[config.mk]
export PLATFORM = sky130hd
export DESIGN_NAME = pirq_ctrl
export DESIGN_NICKNAME = d
export VERILOG_FILES = /design/src/design/pirq_ctrl.v
export VERILOG_INCLUDE_DIRS = /design/src /design/src/shared
export SDC_FILE = /design/constraint.sdc
export NUM_CORES = 1
export LEC_CHECK = 0
export BUFFER_PORTS_ARGS = -buffer_cell sky130_fd_sc_hd__buf_2
export CORE_MARGIN = 8
export CORE_UTILIZATION = 53
export DETAILED_ROUTE_END_ITERATION = 8
export PLACE_DENSITY_LB_ADDON = 0.25
export SYNTH_ARGS = -nofsm -noshare
export SYNTH_HDL_FRONTEND = slang
export SYNTH_SLANG_ARGS = --single-unit
[constraint.sdc]
create_clock -name aclk -period 2.6 [get_ports aclk]
set_input_delay 0.52 -clock aclk [delete_from_list [all_inputs] [get_ports aclk]]
set_output_delay 0.52 -clock aclk [all_outputs]
set_load 0.02 [all_outputs]
[src/shared/pirq_consts.vh]
`ifndef PIRQ_CONSTS_VH
`define PIRQ_CONSTS_VH
// register byte offsets
`define PIRQ_OFS_EN1    8'h00
`define PIRQ_OFS_EN2    8'h04
`define PIRQ_OFS_EN3    8'h08
`define PIRQ_OFS_PRI1   8'h0C
`define PIRQ_OFS_PRI2   8'h10
`define PIRQ_OFS_PRI3   8'h14
`define PIRQ_OFS_RCTL   8'h18
`define PIRQ_OFS_CTL1   8'h1C
`define PIRQ_OFS_CTL2   8'h20
`define PIRQ_OFS_CTL3   8'h24
// implemented-bit masks
`define PIRQ_MSK_EN1    8'h7F
`define PIRQ_MSK_EN2    8'h95
`define PIRQ_MSK_EN3    8'h1F
`define PIRQ_MSK_RCTL   8'h93
`define PIRQ_MSK_CTL1   8'hD2
`define PIRQ_MSK_CTL2   8'h70
`define PIRQ_MSK_CTL3   8'hDB
// reset values
`define PIRQ_RST_EN     8'h00
`define PIRQ_RST_PRI1   8'h7F
`define PIRQ_RST_PRI2   8'h95
`define PIRQ_RST_PRI3   8'h1F
`define PIRQ_RST_RCTL   8'h10
`define PIRQ_RST_CTL1   8'h00
`define PIRQ_RST_CTL2   8'h70
`define PIRQ_RST_CTL3   8'hC0
// field positions
`define PIRQ_B_PRIO_EN  7
`define PIRQ_B_WDT      3
`define PIRQ_B_SLP      2
`define PIRQ_B_GLOB_EN  7
`define PIRQ_B_PGATE    6
`define PIRQ_B_E0IE     4
`define PIRQ_B_E0IF     1
`define PIRQ_B_EDGE0    6
`define PIRQ_B_EDGE1    5
`define PIRQ_B_EDGE2    4
`define PIRQ_B_E2IP     7
`define PIRQ_B_E1IP     6
`define PIRQ_B_E2IE     4
`define PIRQ_B_E1IE     3
`define PIRQ_B_E2IF     1
`define PIRQ_B_E1IF     0
// bus answers
`define PIRQ_RESP_OKAY  2'h0
`define PIRQ_RESP_SLVERR 2'h2
`endif

[src/design/pirq_ctrl.v]
// Operation
// - legacy mode: peripheral requests need the peripheral gate besides their enable
// - enable reg 1: seven rw enables at bits 6..0, bit 7 reads zero
// - enable reg 2: enables at bits 7,4,2,0, other bits read zero
// - enable reg 3: enables at bits 4..0, bits 7..5 read zero
// - reg 3 bits 3,2 gate capture or encoder sources per encoder mode
// - per-source priority bits matter only while priority mode is on
// - priority reg 1: bits 6..0 reset to one, bit 7 reads zero
// - priority regs 2,3 mirror enable layout, reset one, holes read zero
// - priority mode enable at reset-control bit 7, resets to zero
// - reset-control bits 4..0 cause flags, bits 3,2 read-only, 6,5 zero
// - external pins are edge detected, select bit one means rising
// - selected edge sets pin flag; clear enable blocks the request
// - enabled external pin interrupt wakes the core from idle or sleep
// - after wake, vector only if global enable set, else continue
// - ext 1 and 2 priorities at control-three bits 6 and 7
// - ext 0 is always high priority
// - flags set on their event regardless of any enable
// - global enable at bit 7 of the main control register
`timescale 1ns/1ps
`include "pirq_consts.vh"
module pirq_ctrl (
  input  wire        aclk,
  input  wire        aresetn,
  input  wire        clk_en,
  input  wire [7:0]  s_axi_awaddr,
  input  wire        s_axi_awvalid,
  output wire        s_axi_awready,
  input  wire [31:0] s_axi_wdata,
  input  wire [3:0]  s_axi_wstrb,
  input  wire        s_axi_wvalid,
  output wire        s_axi_wready,
  output reg  [1:0]  s_axi_bresp,
  output reg         s_axi_bvalid,
  input  wire        s_axi_bready,
  input  wire [7:0]  s_axi_araddr,
  input  wire        s_axi_arvalid,
  output wire        s_axi_arready,
  output reg  [31:0] s_axi_rdata,
  output reg  [1:0]  s_axi_rresp,
  output reg         s_axi_rvalid,
  input  wire        s_axi_rready,
  input  wire [6:0]  pir1_flags,
  input  wire [3:0]  pir2_flags,
  input  wire [2:0]  pir3_flags,
  input  wire        cap3_flag,
  input  wire        dir_flag,
  input  wire        cap2_flag,
  input  wire        enc_flag,
  input  wire [2:0]  encoder_mode_field,
  input  wire        watchdog_expired_flag,
  input  wire        sleep_entered_flag,
  input  wire [2:0]  ext_irq_pin,
  input  wire        core_low_power,
  output reg         irq_high,
  output reg         irq_low,
  output reg         wake_up,
  output reg         wake_vector
);

////////////////////////////////////////////////////////////////////////////////
// register state
reg  [7:0] en1_q;
reg  [7:0] en2_q;
reg  [7:0] en3_q;
reg  [7:0] pri1_q;
reg  [7:0] pri2_q;
reg  [7:0] pri3_q;
reg  [7:0] rctl_q;
reg  [7:0] ctl1_q;
reg  [7:0] ctl2_q;
reg  [7:0] ctl3_q;
reg  [2:0] wake_en_q;
// write channel holding
reg        aw_held_q;
reg  [7:0] aw_addr_q;
reg        w_held_q;
reg  [7:0] w_data_q;
reg        w_strb_q;
// pin synchronisers and edge history
reg  [2:0] pin_s1_q;
reg  [2:0] pin_s2_q;
reg  [2:0] pin_prev_q;

////////////////////////////////////////////////////////////////////////////////
// axi write path: address and data accepted independently
assign s_axi_awready = !aw_held_q && !s_axi_bvalid;
assign s_axi_wready  = !w_held_q && !s_axi_bvalid;

wire       do_write = aw_held_q && w_held_q && !s_axi_bvalid;
wire       wr_byte  = do_write && w_strb_q;
wire [7:0] wd       = w_data_q;

// address decode for writes
wire wr_en1  = wr_byte && (aw_addr_q == `PIRQ_OFS_EN1);
wire wr_en2  = wr_byte && (aw_addr_q == `PIRQ_OFS_EN2);
wire wr_en3  = wr_byte && (aw_addr_q == `PIRQ_OFS_EN3);
wire wr_pri1 = wr_byte && (aw_addr_q == `PIRQ_OFS_PRI1);
wire wr_pri2 = wr_byte && (aw_addr_q == `PIRQ_OFS_PRI2);
wire wr_pri3 = wr_byte && (aw_addr_q == `PIRQ_OFS_PRI3);
wire wr_rctl = wr_byte && (aw_addr_q == `PIRQ_OFS_RCTL);
wire wr_ctl1 = wr_byte && (aw_addr_q == `PIRQ_OFS_CTL1);
wire wr_ctl2 = wr_byte && (aw_addr_q == `PIRQ_OFS_CTL2);
wire wr_ctl3 = wr_byte && (aw_addr_q == `PIRQ_OFS_CTL3);

// the map is dense: every aligned word up to control three is a register
function mapped;
  input [7:0] a;
  mapped = (a[1:0] == 2'h0) && (a <= `PIRQ_OFS_CTL3);
endfunction

// hold address/data until the pair is complete, then answer once
always @(posedge aclk)
begin
  if (!aresetn)
  begin
    aw_held_q    <= 1'b0;
    aw_addr_q    <= 8'h00;
    w_held_q     <= 1'b0;
    w_data_q     <= 8'h00;
    w_strb_q     <= 1'b0;
    s_axi_bvalid <= 1'b0;
    s_axi_bresp  <= `PIRQ_RESP_OKAY;
  end
  else if (clk_en)
  begin
    if (s_axi_awvalid && s_axi_awready)
    begin
      aw_held_q <= 1'b1;
      aw_addr_q <= s_axi_awaddr;
    end
    if (s_axi_wvalid && s_axi_wready)
    begin
      w_held_q <= 1'b1;
      w_data_q <= s_axi_wdata[7:0];
      w_strb_q <= s_axi_wstrb[0]; // only the low lane carries data
    end
    if (do_write)
    begin
      aw_held_q    <= 1'b0;
      w_held_q     <= 1'b0;
      s_axi_bvalid <= 1'b1;
      s_axi_bresp  <= mapped(aw_addr_q) ? `PIRQ_RESP_OKAY : `PIRQ_RESP_SLVERR;
    end
    else if (s_axi_bvalid && s_axi_bready)
      s_axi_bvalid <= 1'b0;
  end
end

////////////////////////////////////////////////////////////////////////////////
// external pins: two-flop synchroniser then edge detect
always @(posedge aclk)
begin
  if (!aresetn)
  begin
    pin_s1_q   <= 3'h0;
    pin_s2_q   <= 3'h0;
    pin_prev_q <= 3'h0;
  end
  else if (clk_en)
  begin
    pin_s1_q   <= ext_irq_pin;
    pin_s2_q   <= pin_s1_q;
    pin_prev_q <= pin_s2_q;
  end
end

wire [2:0] edge_sel = {ctl2_q[`PIRQ_B_EDGE2], ctl2_q[`PIRQ_B_EDGE1],
                       ctl2_q[`PIRQ_B_EDGE0]};
wire [2:0] ext_edge;

// one comparator per pin; history flop keeps a held level from retriggering
genvar gi;
generate
  for (gi = 0; gi < 3; gi = gi + 1)
  begin : g_edge
    assign ext_edge[gi] = edge_sel[gi] ?
      (pin_s2_q[gi] && !pin_prev_q[gi]) :
      (!pin_s2_q[gi] && pin_prev_q[gi]);
  end
endgenerate

////////////////////////////////////////////////////////////////////////////////
// main control: global enable, peripheral gate, ext 0 enable and flag
// a pin edge in the same cycle as a software clear still sets the flag
always @(posedge aclk)
begin
  if (!aresetn)
    ctl1_q <= `PIRQ_RST_CTL1;
  else if (clk_en)
  begin
    if (wr_ctl1)
      ctl1_q <= wd & `PIRQ_MSK_CTL1;
    if (ext_edge[0])
      ctl1_q[`PIRQ_B_E0IF] <= 1'b1;
  end
end

// edge selects
always @(posedge aclk)
begin
  if (!aresetn)
    ctl2_q <= `PIRQ_RST_CTL2;
  else if (clk_en && wr_ctl2)
    ctl2_q <= wd & `PIRQ_MSK_CTL2;
end

// ext 1/2 priority, enable and flag
always @(posedge aclk)
begin
  if (!aresetn)
    ctl3_q <= `PIRQ_RST_CTL3;
  else if (clk_en)
  begin
    if (wr_ctl3)
      ctl3_q <= wd & `PIRQ_MSK_CTL3;
    if (ext_edge[1])
      ctl3_q[`PIRQ_B_E1IF] <= 1'b1;
    if (ext_edge[2])
      ctl3_q[`PIRQ_B_E2IF] <= 1'b1;
  end
end

////////////////////////////////////////////////////////////////////////////////
// enable and priority registers; unimplemented bits masked to zero
always @(posedge aclk)
begin
  if (!aresetn)
  begin
    en1_q  <= `PIRQ_RST_EN;
    en2_q  <= `PIRQ_RST_EN;
    en3_q  <= `PIRQ_RST_EN;
    pri1_q <= `PIRQ_RST_PRI1;
    pri2_q <= `PIRQ_RST_PRI2;
    pri3_q <= `PIRQ_RST_PRI3;
  end
  else if (clk_en)
  begin
    if (wr_en1)
      en1_q <= wd & `PIRQ_MSK_EN1;
    if (wr_en2)
      en2_q <= wd & `PIRQ_MSK_EN2;
    if (wr_en3)
      en3_q <= wd & `PIRQ_MSK_EN3;
    if (wr_pri1)
      pri1_q <= wd & `PIRQ_MSK_EN1;
    if (wr_pri2)
      pri2_q <= wd & `PIRQ_MSK_EN2;
    if (wr_pri3)
      pri3_q <= wd & `PIRQ_MSK_EN3;
  end
end

// reset control: writable bits only; bits 3,2 mirror their sources
// cause-flag semantics live with the reset block, not here
always @(posedge aclk)
begin
  if (!aresetn)
    rctl_q <= `PIRQ_RST_RCTL;
  else if (clk_en && wr_rctl)
    rctl_q <= wd & `PIRQ_MSK_RCTL;
end

wire [7:0] rctl_rd = rctl_q |
  ({7'h00, watchdog_expired_flag} << `PIRQ_B_WDT) |
  ({7'h00, sleep_entered_flag} << `PIRQ_B_SLP);

////////////////////////////////////////////////////////////////////////////////
// axi read path: one cycle from address to data
assign s_axi_arready = !s_axi_rvalid;
reg [7:0] rd_mux;
always @*
begin
  rd_mux = 8'h00;
  case (s_axi_araddr)
    `PIRQ_OFS_EN1:  rd_mux = en1_q;
    `PIRQ_OFS_EN2:  rd_mux = en2_q;
    `PIRQ_OFS_EN3:  rd_mux = en3_q;
    `PIRQ_OFS_PRI1: rd_mux = pri1_q;
    `PIRQ_OFS_PRI2: rd_mux = pri2_q;
    `PIRQ_OFS_PRI3: rd_mux = pri3_q;
    `PIRQ_OFS_RCTL: rd_mux = rctl_rd;
    `PIRQ_OFS_CTL1: rd_mux = ctl1_q;
    `PIRQ_OFS_CTL2: rd_mux = ctl2_q;
    `PIRQ_OFS_CTL3: rd_mux = ctl3_q;
    default:        rd_mux = 8'h00;
  endcase
end

// upper 24 bits always read zero
always @(posedge aclk)
begin
  if (!aresetn)
  begin
    s_axi_rvalid <= 1'b0;
    s_axi_rdata  <= 32'h00000000;
    s_axi_rresp  <= `PIRQ_RESP_OKAY;
  end
  else if (clk_en)
  begin
    if (s_axi_arvalid && s_axi_arready)
    begin
      s_axi_rvalid <= 1'b1;
      s_axi_rdata  <= {24'h000000, rd_mux};
      s_axi_rresp  <= mapped(s_axi_araddr) ? `PIRQ_RESP_OKAY : `PIRQ_RESP_SLVERR;
    end
    else if (s_axi_rvalid && s_axi_rready)
      s_axi_rvalid <= 1'b0;
  end
end

////////////////////////////////////////////////////////////////////////////////
// peripheral sources: 7 + 4 + 5 flags, enables and priorities
wire enc_mode = (encoder_mode_field != 3'h0);
// shared bits follow whichever function the capture/encoder unit runs
wire src3 = enc_mode ? dir_flag : cap3_flag;
wire src2 = enc_mode ? enc_flag : cap2_flag;
wire [15:0] p_flag = {pir3_flags[2], src3, src2, pir3_flags[1:0],
                      pir2_flags, pir1_flags};
wire [15:0] p_en   = {en3_q[4:0], en2_q[7], en2_q[4], en2_q[2],
                      en2_q[0], en1_q[6:0]};
wire [15:0] p_pri  = {pri3_q[4:0], pri2_q[7], pri2_q[4], pri2_q[2],
                      pri2_q[0], pri1_q[6:0]};
wire [15:0] p_act  = p_flag & p_en;
wire        prio   = rctl_q[`PIRQ_B_PRIO_EN];
// in legacy mode priority bits are ignored
wire p_hi = prio ? |(p_act & p_pri) : 1'b0;
wire p_lo = prio ? |(p_act & ~p_pri) : 1'b0;
wire p_any = |p_act;

////////////////////////////////////////////////////////////////////////////////
// external sources
wire e0 = ctl1_q[`PIRQ_B_E0IF] && ctl1_q[`PIRQ_B_E0IE];
wire e1 = ctl3_q[`PIRQ_B_E1IF] && ctl3_q[`PIRQ_B_E1IE];
wire e2 = ctl3_q[`PIRQ_B_E2IF] && ctl3_q[`PIRQ_B_E2IE];

wire e1p = ctl3_q[`PIRQ_B_E1IP];
wire e2p = ctl3_q[`PIRQ_B_E2IP];

// ext 0 has no priority bit and always lands on the high level
wire e_hi = e0 || (e1 && e1p) || (e2 && e2p);
wire e_lo = (e1 && !e1p) || (e2 && !e2p);
wire e_any = e0 || e1 || e2;
wire glob_en = ctl1_q[`PIRQ_B_GLOB_EN];
wire pgate   = ctl1_q[`PIRQ_B_PGATE];
// legacy: one request, peripherals behind the gate
// priority mode: gate bit acts as the low-level enable
wire hi_d = prio ? (glob_en && (e_hi || p_hi))
                 : (glob_en && (e_any || (pgate && p_any)));
wire lo_d = prio ? (glob_en && pgate && (e_lo || p_lo)) : 1'b0;

////////////////////////////////////////////////////////////////////////////////
// wake-up: enables are snapshot when the core enters low power
reg  low_q;
wire enter_low = core_low_power && !low_q;
always @(posedge aclk)
begin
  if (!aresetn)
  begin
    low_q     <= 1'b0;
    wake_en_q <= 3'h0;
  end
  else if (clk_en)
  begin
    low_q <= core_low_power;
    if (enter_low)
      wake_en_q <= {ctl3_q[`PIRQ_B_E2IE], ctl3_q[`PIRQ_B_E1IE],
                    ctl1_q[`PIRQ_B_E0IE]};
  end
end

// only enables armed at entry count; a flag pending at entry wakes at once
wire [2:0] ext_flags = {ctl3_q[`PIRQ_B_E2IF], ctl3_q[`PIRQ_B_E1IF],
                        ctl1_q[`PIRQ_B_E0IF]};
wire wake_d = low_q && |(ext_flags & wake_en_q);

// registered request and wake outputs
always @(posedge aclk)
begin
  if (!aresetn)
  begin
    irq_high    <= 1'b0;
    irq_low     <= 1'b0;
    wake_up     <= 1'b0;
    wake_vector <= 1'b0;
  end
  else if (clk_en)
  begin
    irq_high    <= hi_d;
    irq_low     <= lo_d;
    wake_up     <= wake_d;
    wake_vector <= wake_d && glob_en;
  end
end

endmodule // pirq_ctrl

==> metrics.yaml <==
power_and_ir_drop:
  p_int_mw: 1.97
  ir_drop_mv: 0.425
  swShare: 0.276
  power_mw: 2.73
  seqPwrFrac: 0.567
  comb_power_share: 0.100
  pwr_density_cell_nw_per_um2: 515
  p_clk_frac: 0.333
  switchingPower_mw: 0.754
  leakage_nw: 2.37
routing:
  drtAntennaViolNets: 0
  drt-total-wl_mm: 13.4
  vias: 4270
  drtPass1Iterations: 5
  vias_per_cell: 5.75
  drt_iter0_markers: 246
  avgRoutedWirePerCell_microns: 18.0
  drc_errors: 0
final_layout:
  insertedDiodeCount: 0
  drive_above_1_share: 0.181
  layout_common_cells: "97 x dfxtp_1, 87 x nand2_1, 78 x buf_2"
  syn_to_final_growth_pct: 10.8
  final_common_cell: "dfxtp_1"
  fin_cells: 743
  final_nets: 717
clock_tree:
  cts_resized: 0
  clk_pin_slew_ns: 0.10
  root_buffer: "clkbuf_8"
  cts_tree: "done"
  cts_buffer_depth: 2
  cts_hold_buffers: 0
  cts.htree.levels: 3
  postCtsSetupRepairBufs: 0
  insertion_delay_ns: 0.36
  clock-sinks: 97
  cts-buffers-inserted: 9
logic_synthesis:
  syn_inst: 566
  synth_area_per_cell_sq_um: 8.45
  synth_cell_types: 51
  synth-seq-cells: 97
  synth_ff_type: "dfxtp_1"
  seq_area_frac_synth: 0.406
  synth_edf_count: 0
  yosysWarnings: 0
  syn_area_sq_um: 4780
  async_reset_ff_frac: 0
worst_setup_path:
  cp-end-kind: "flop"
  cp.required_ns: 2.83
  crit_type: "reg2reg"
  cp_data_arrival_time_ns: 2.38
  worst-r2r-setup-slack_ns: 0.46
  timing.rr.end: "ctl1_q[1]$_SDFFE_PN0P_"
  timing.rr.start: "s_axi_bvalid$_SDFFE_PN0P_"
  rr_worst_depth: 6
  critPathLaunchType: "flop"
  critPathMaxFanout: 8
placed_design:
  pre_cts_ws_ns: 0.312
  portBuffers: 78
  gp_congestion: 0.932
  dpl.cell_count: 727
  hpwlAfterDp_mm: 10.2
global_route:
  grt_util_all_layers: 0.217
  grt_pass1_vias: 4280
  grt_pass1_wl_mm: 22.0
  grt_overflow: 0
  grt_max_degree: 55
  grt_antenna_before_repair: 0
sta:
  setup_viol: 0
  period_needed_ns: 2.14
  finalSetupTns_ns: 0
  fmax_ghz: 0.467
  clock_skew_ns: 0.0156
  worstMarginPinSlew_ns: 0.613
  max-slew-margin-rel: 0.591
  rsz0062_at_grt: "no"
  finalHoldViolCount: 0
  fin_ws_ns: 0.458
  post-route-period-util: 0.824
  final_max_slew_viol_count: 0
die:
  initial_utilization: 0.548
  die_area_sq_um: 12300
  die_h_microns: 111
  rows: 34
  ios: 132
  coreArea_sq_um: 8720
  die_w_microns: 111
hold_path:
  worstHoldEndpoint: "w_data_q[4]$_SDFFE_PN0P_"
  worstHoldStart: "s_axi_wdata[4]"
  whs_path_depth: 3
  hold_path_class: "in2reg"
flow_run:
  cap_viol_max_count: 0
status:
  run_status: "complete, no violations"
## layout make-up
cell class | instances | area, sq um
clock inverter | 5 | 45.0
tap | 108 | 135
multi-input combinational | 437 | 2610
timing repair buffer | 83 | 428
clock buffer | 11 | 131
fill | 816 | 3420
sequential | 97 | 1940
inverter | 2 | 7.51
## flip-flops by register name (all words and copies together), names as in the netlist, 3 cells and up
name	flops
pin_s1_q	3
en3_q	5
pri1_q	7
pin_s2_q	3
en2_q	4
rctl_q	4
s_axi_rdata	8
w_data_q	8
ctl3_q	6
aw_addr_q	8
pri2_q	4
pin_prev_q	3
ctl2_q	3
pri3_q	5
ctl1_q	4
en1_q	7
wake_en_q	3
## worst max-delay path, stage by stage, from the launching register on
cell	delay, ns
dfxtp_1	0.37
and4b_1	0.41
nand2_2	0.15
nor2_2	0.31
nand4_1	0.40
mux2i_1	0.28
a21oi_1	0.08
## worst max path at each step
stage	from	to	slack, ns	cells after the start
after floorplan	clk_en	pri1_q[0]$_SDFFE_PN1P_	0.62	8
after global placement	clk_en	en1_q[1]$_SDFFE_PN0P_	0.34	7
after detailed placement	clk_en	en1_q[1]$_SDFFE_PN0P_	0.31	7
after CTS	s_axi_bvalid$_SDFFE_PN0P_	en1_q[0]$_SDFFE_PN0P_	0.46	6
after global routing	s_axi_bvalid$_SDFFE_PN0P_	en1_q[6]$_SDFFE_PN0P_	0.23	6
final	s_axi_bvalid$_SDFFE_PN0P_	ctl1_q[1]$_SDFFE_PN0P_	0.46	6
## Yosys cell counts, types with 3 or more instances
master    number  area share
dfxtp_1       97        0.41
nand2_1       87       0.068
mux2i_1       65        0.14
nor2_1        64       0.050
nand3_1       48       0.050
buf_4         27       0.042
a21oi_1       26       0.027
clkbuf_1      20       0.016
o21ai_0       15       0.016
a22oi_1       12       0.019
nand4_1       11       0.014
nor3_1         8      0.0084
o22ai_1        8       0.010
mux2_2         7       0.016
nand2b_1       7      0.0092
buf_2          6      0.0063
nor2b_1        5      0.0065
nand3b_1       4      0.0063
a31oi_1        3      0.0039
and3_1         3      0.0039
and3b_1        3      0.0055
nor4_1         3      0.0039
## power groups by stage
| stage | registers (mW) | clock network (mW) | logic [mW] |
|---|---|---|---|
| global placement | 1.58 | 0 | 0.265 |
| CTS | 1.55 | 0.925 | 0.271 |
| floorplan | 1.57 | 0 | 0.216 |
| detailed placement | 1.58 | 0 | 0.270 |
| global route | 1.55 | 0.995 | 0.301 |
| finish | 1.55 | 0.908 | 0.272 |
## per-layer routing
layer / vias to the layer above / global-route usage / routed length [microns]
li1: 2079 / - / -
met1: 2020 / 0.271 / 5970
met2: 157 / 0.355 / 6350
met3: 14 / 0.0590 / 891
met4: 0 / 0.0604 / 180
met5: - / 0 / 0
## through the flow
step / instance area [sq um] / hold slack, ns / util
after global routing: 5300 / 0.370 / 0.608
after CTS: 5300 / 0.368 / 0.608
after floorplan: 4880 / 0.442 / -
after detailed placement: 5120 / 0.460 / 0.588
final: 5300 / 0.381 / 0.608
after global placement: 5120 / 0.440 / 0.588
## logic make-up after synthesis
family                 count (synthesis)  synth area share
muxes                                 74             0.162
DFF                                   97             0.406
buffers and inverters                 57            0.0675
AOI/OAI and AO/OA                     78             0.102
other                                  1          0.000784
and+or+nand+nor                      259             0.262
Note: power is estimated with default switching activity, not from simulation.
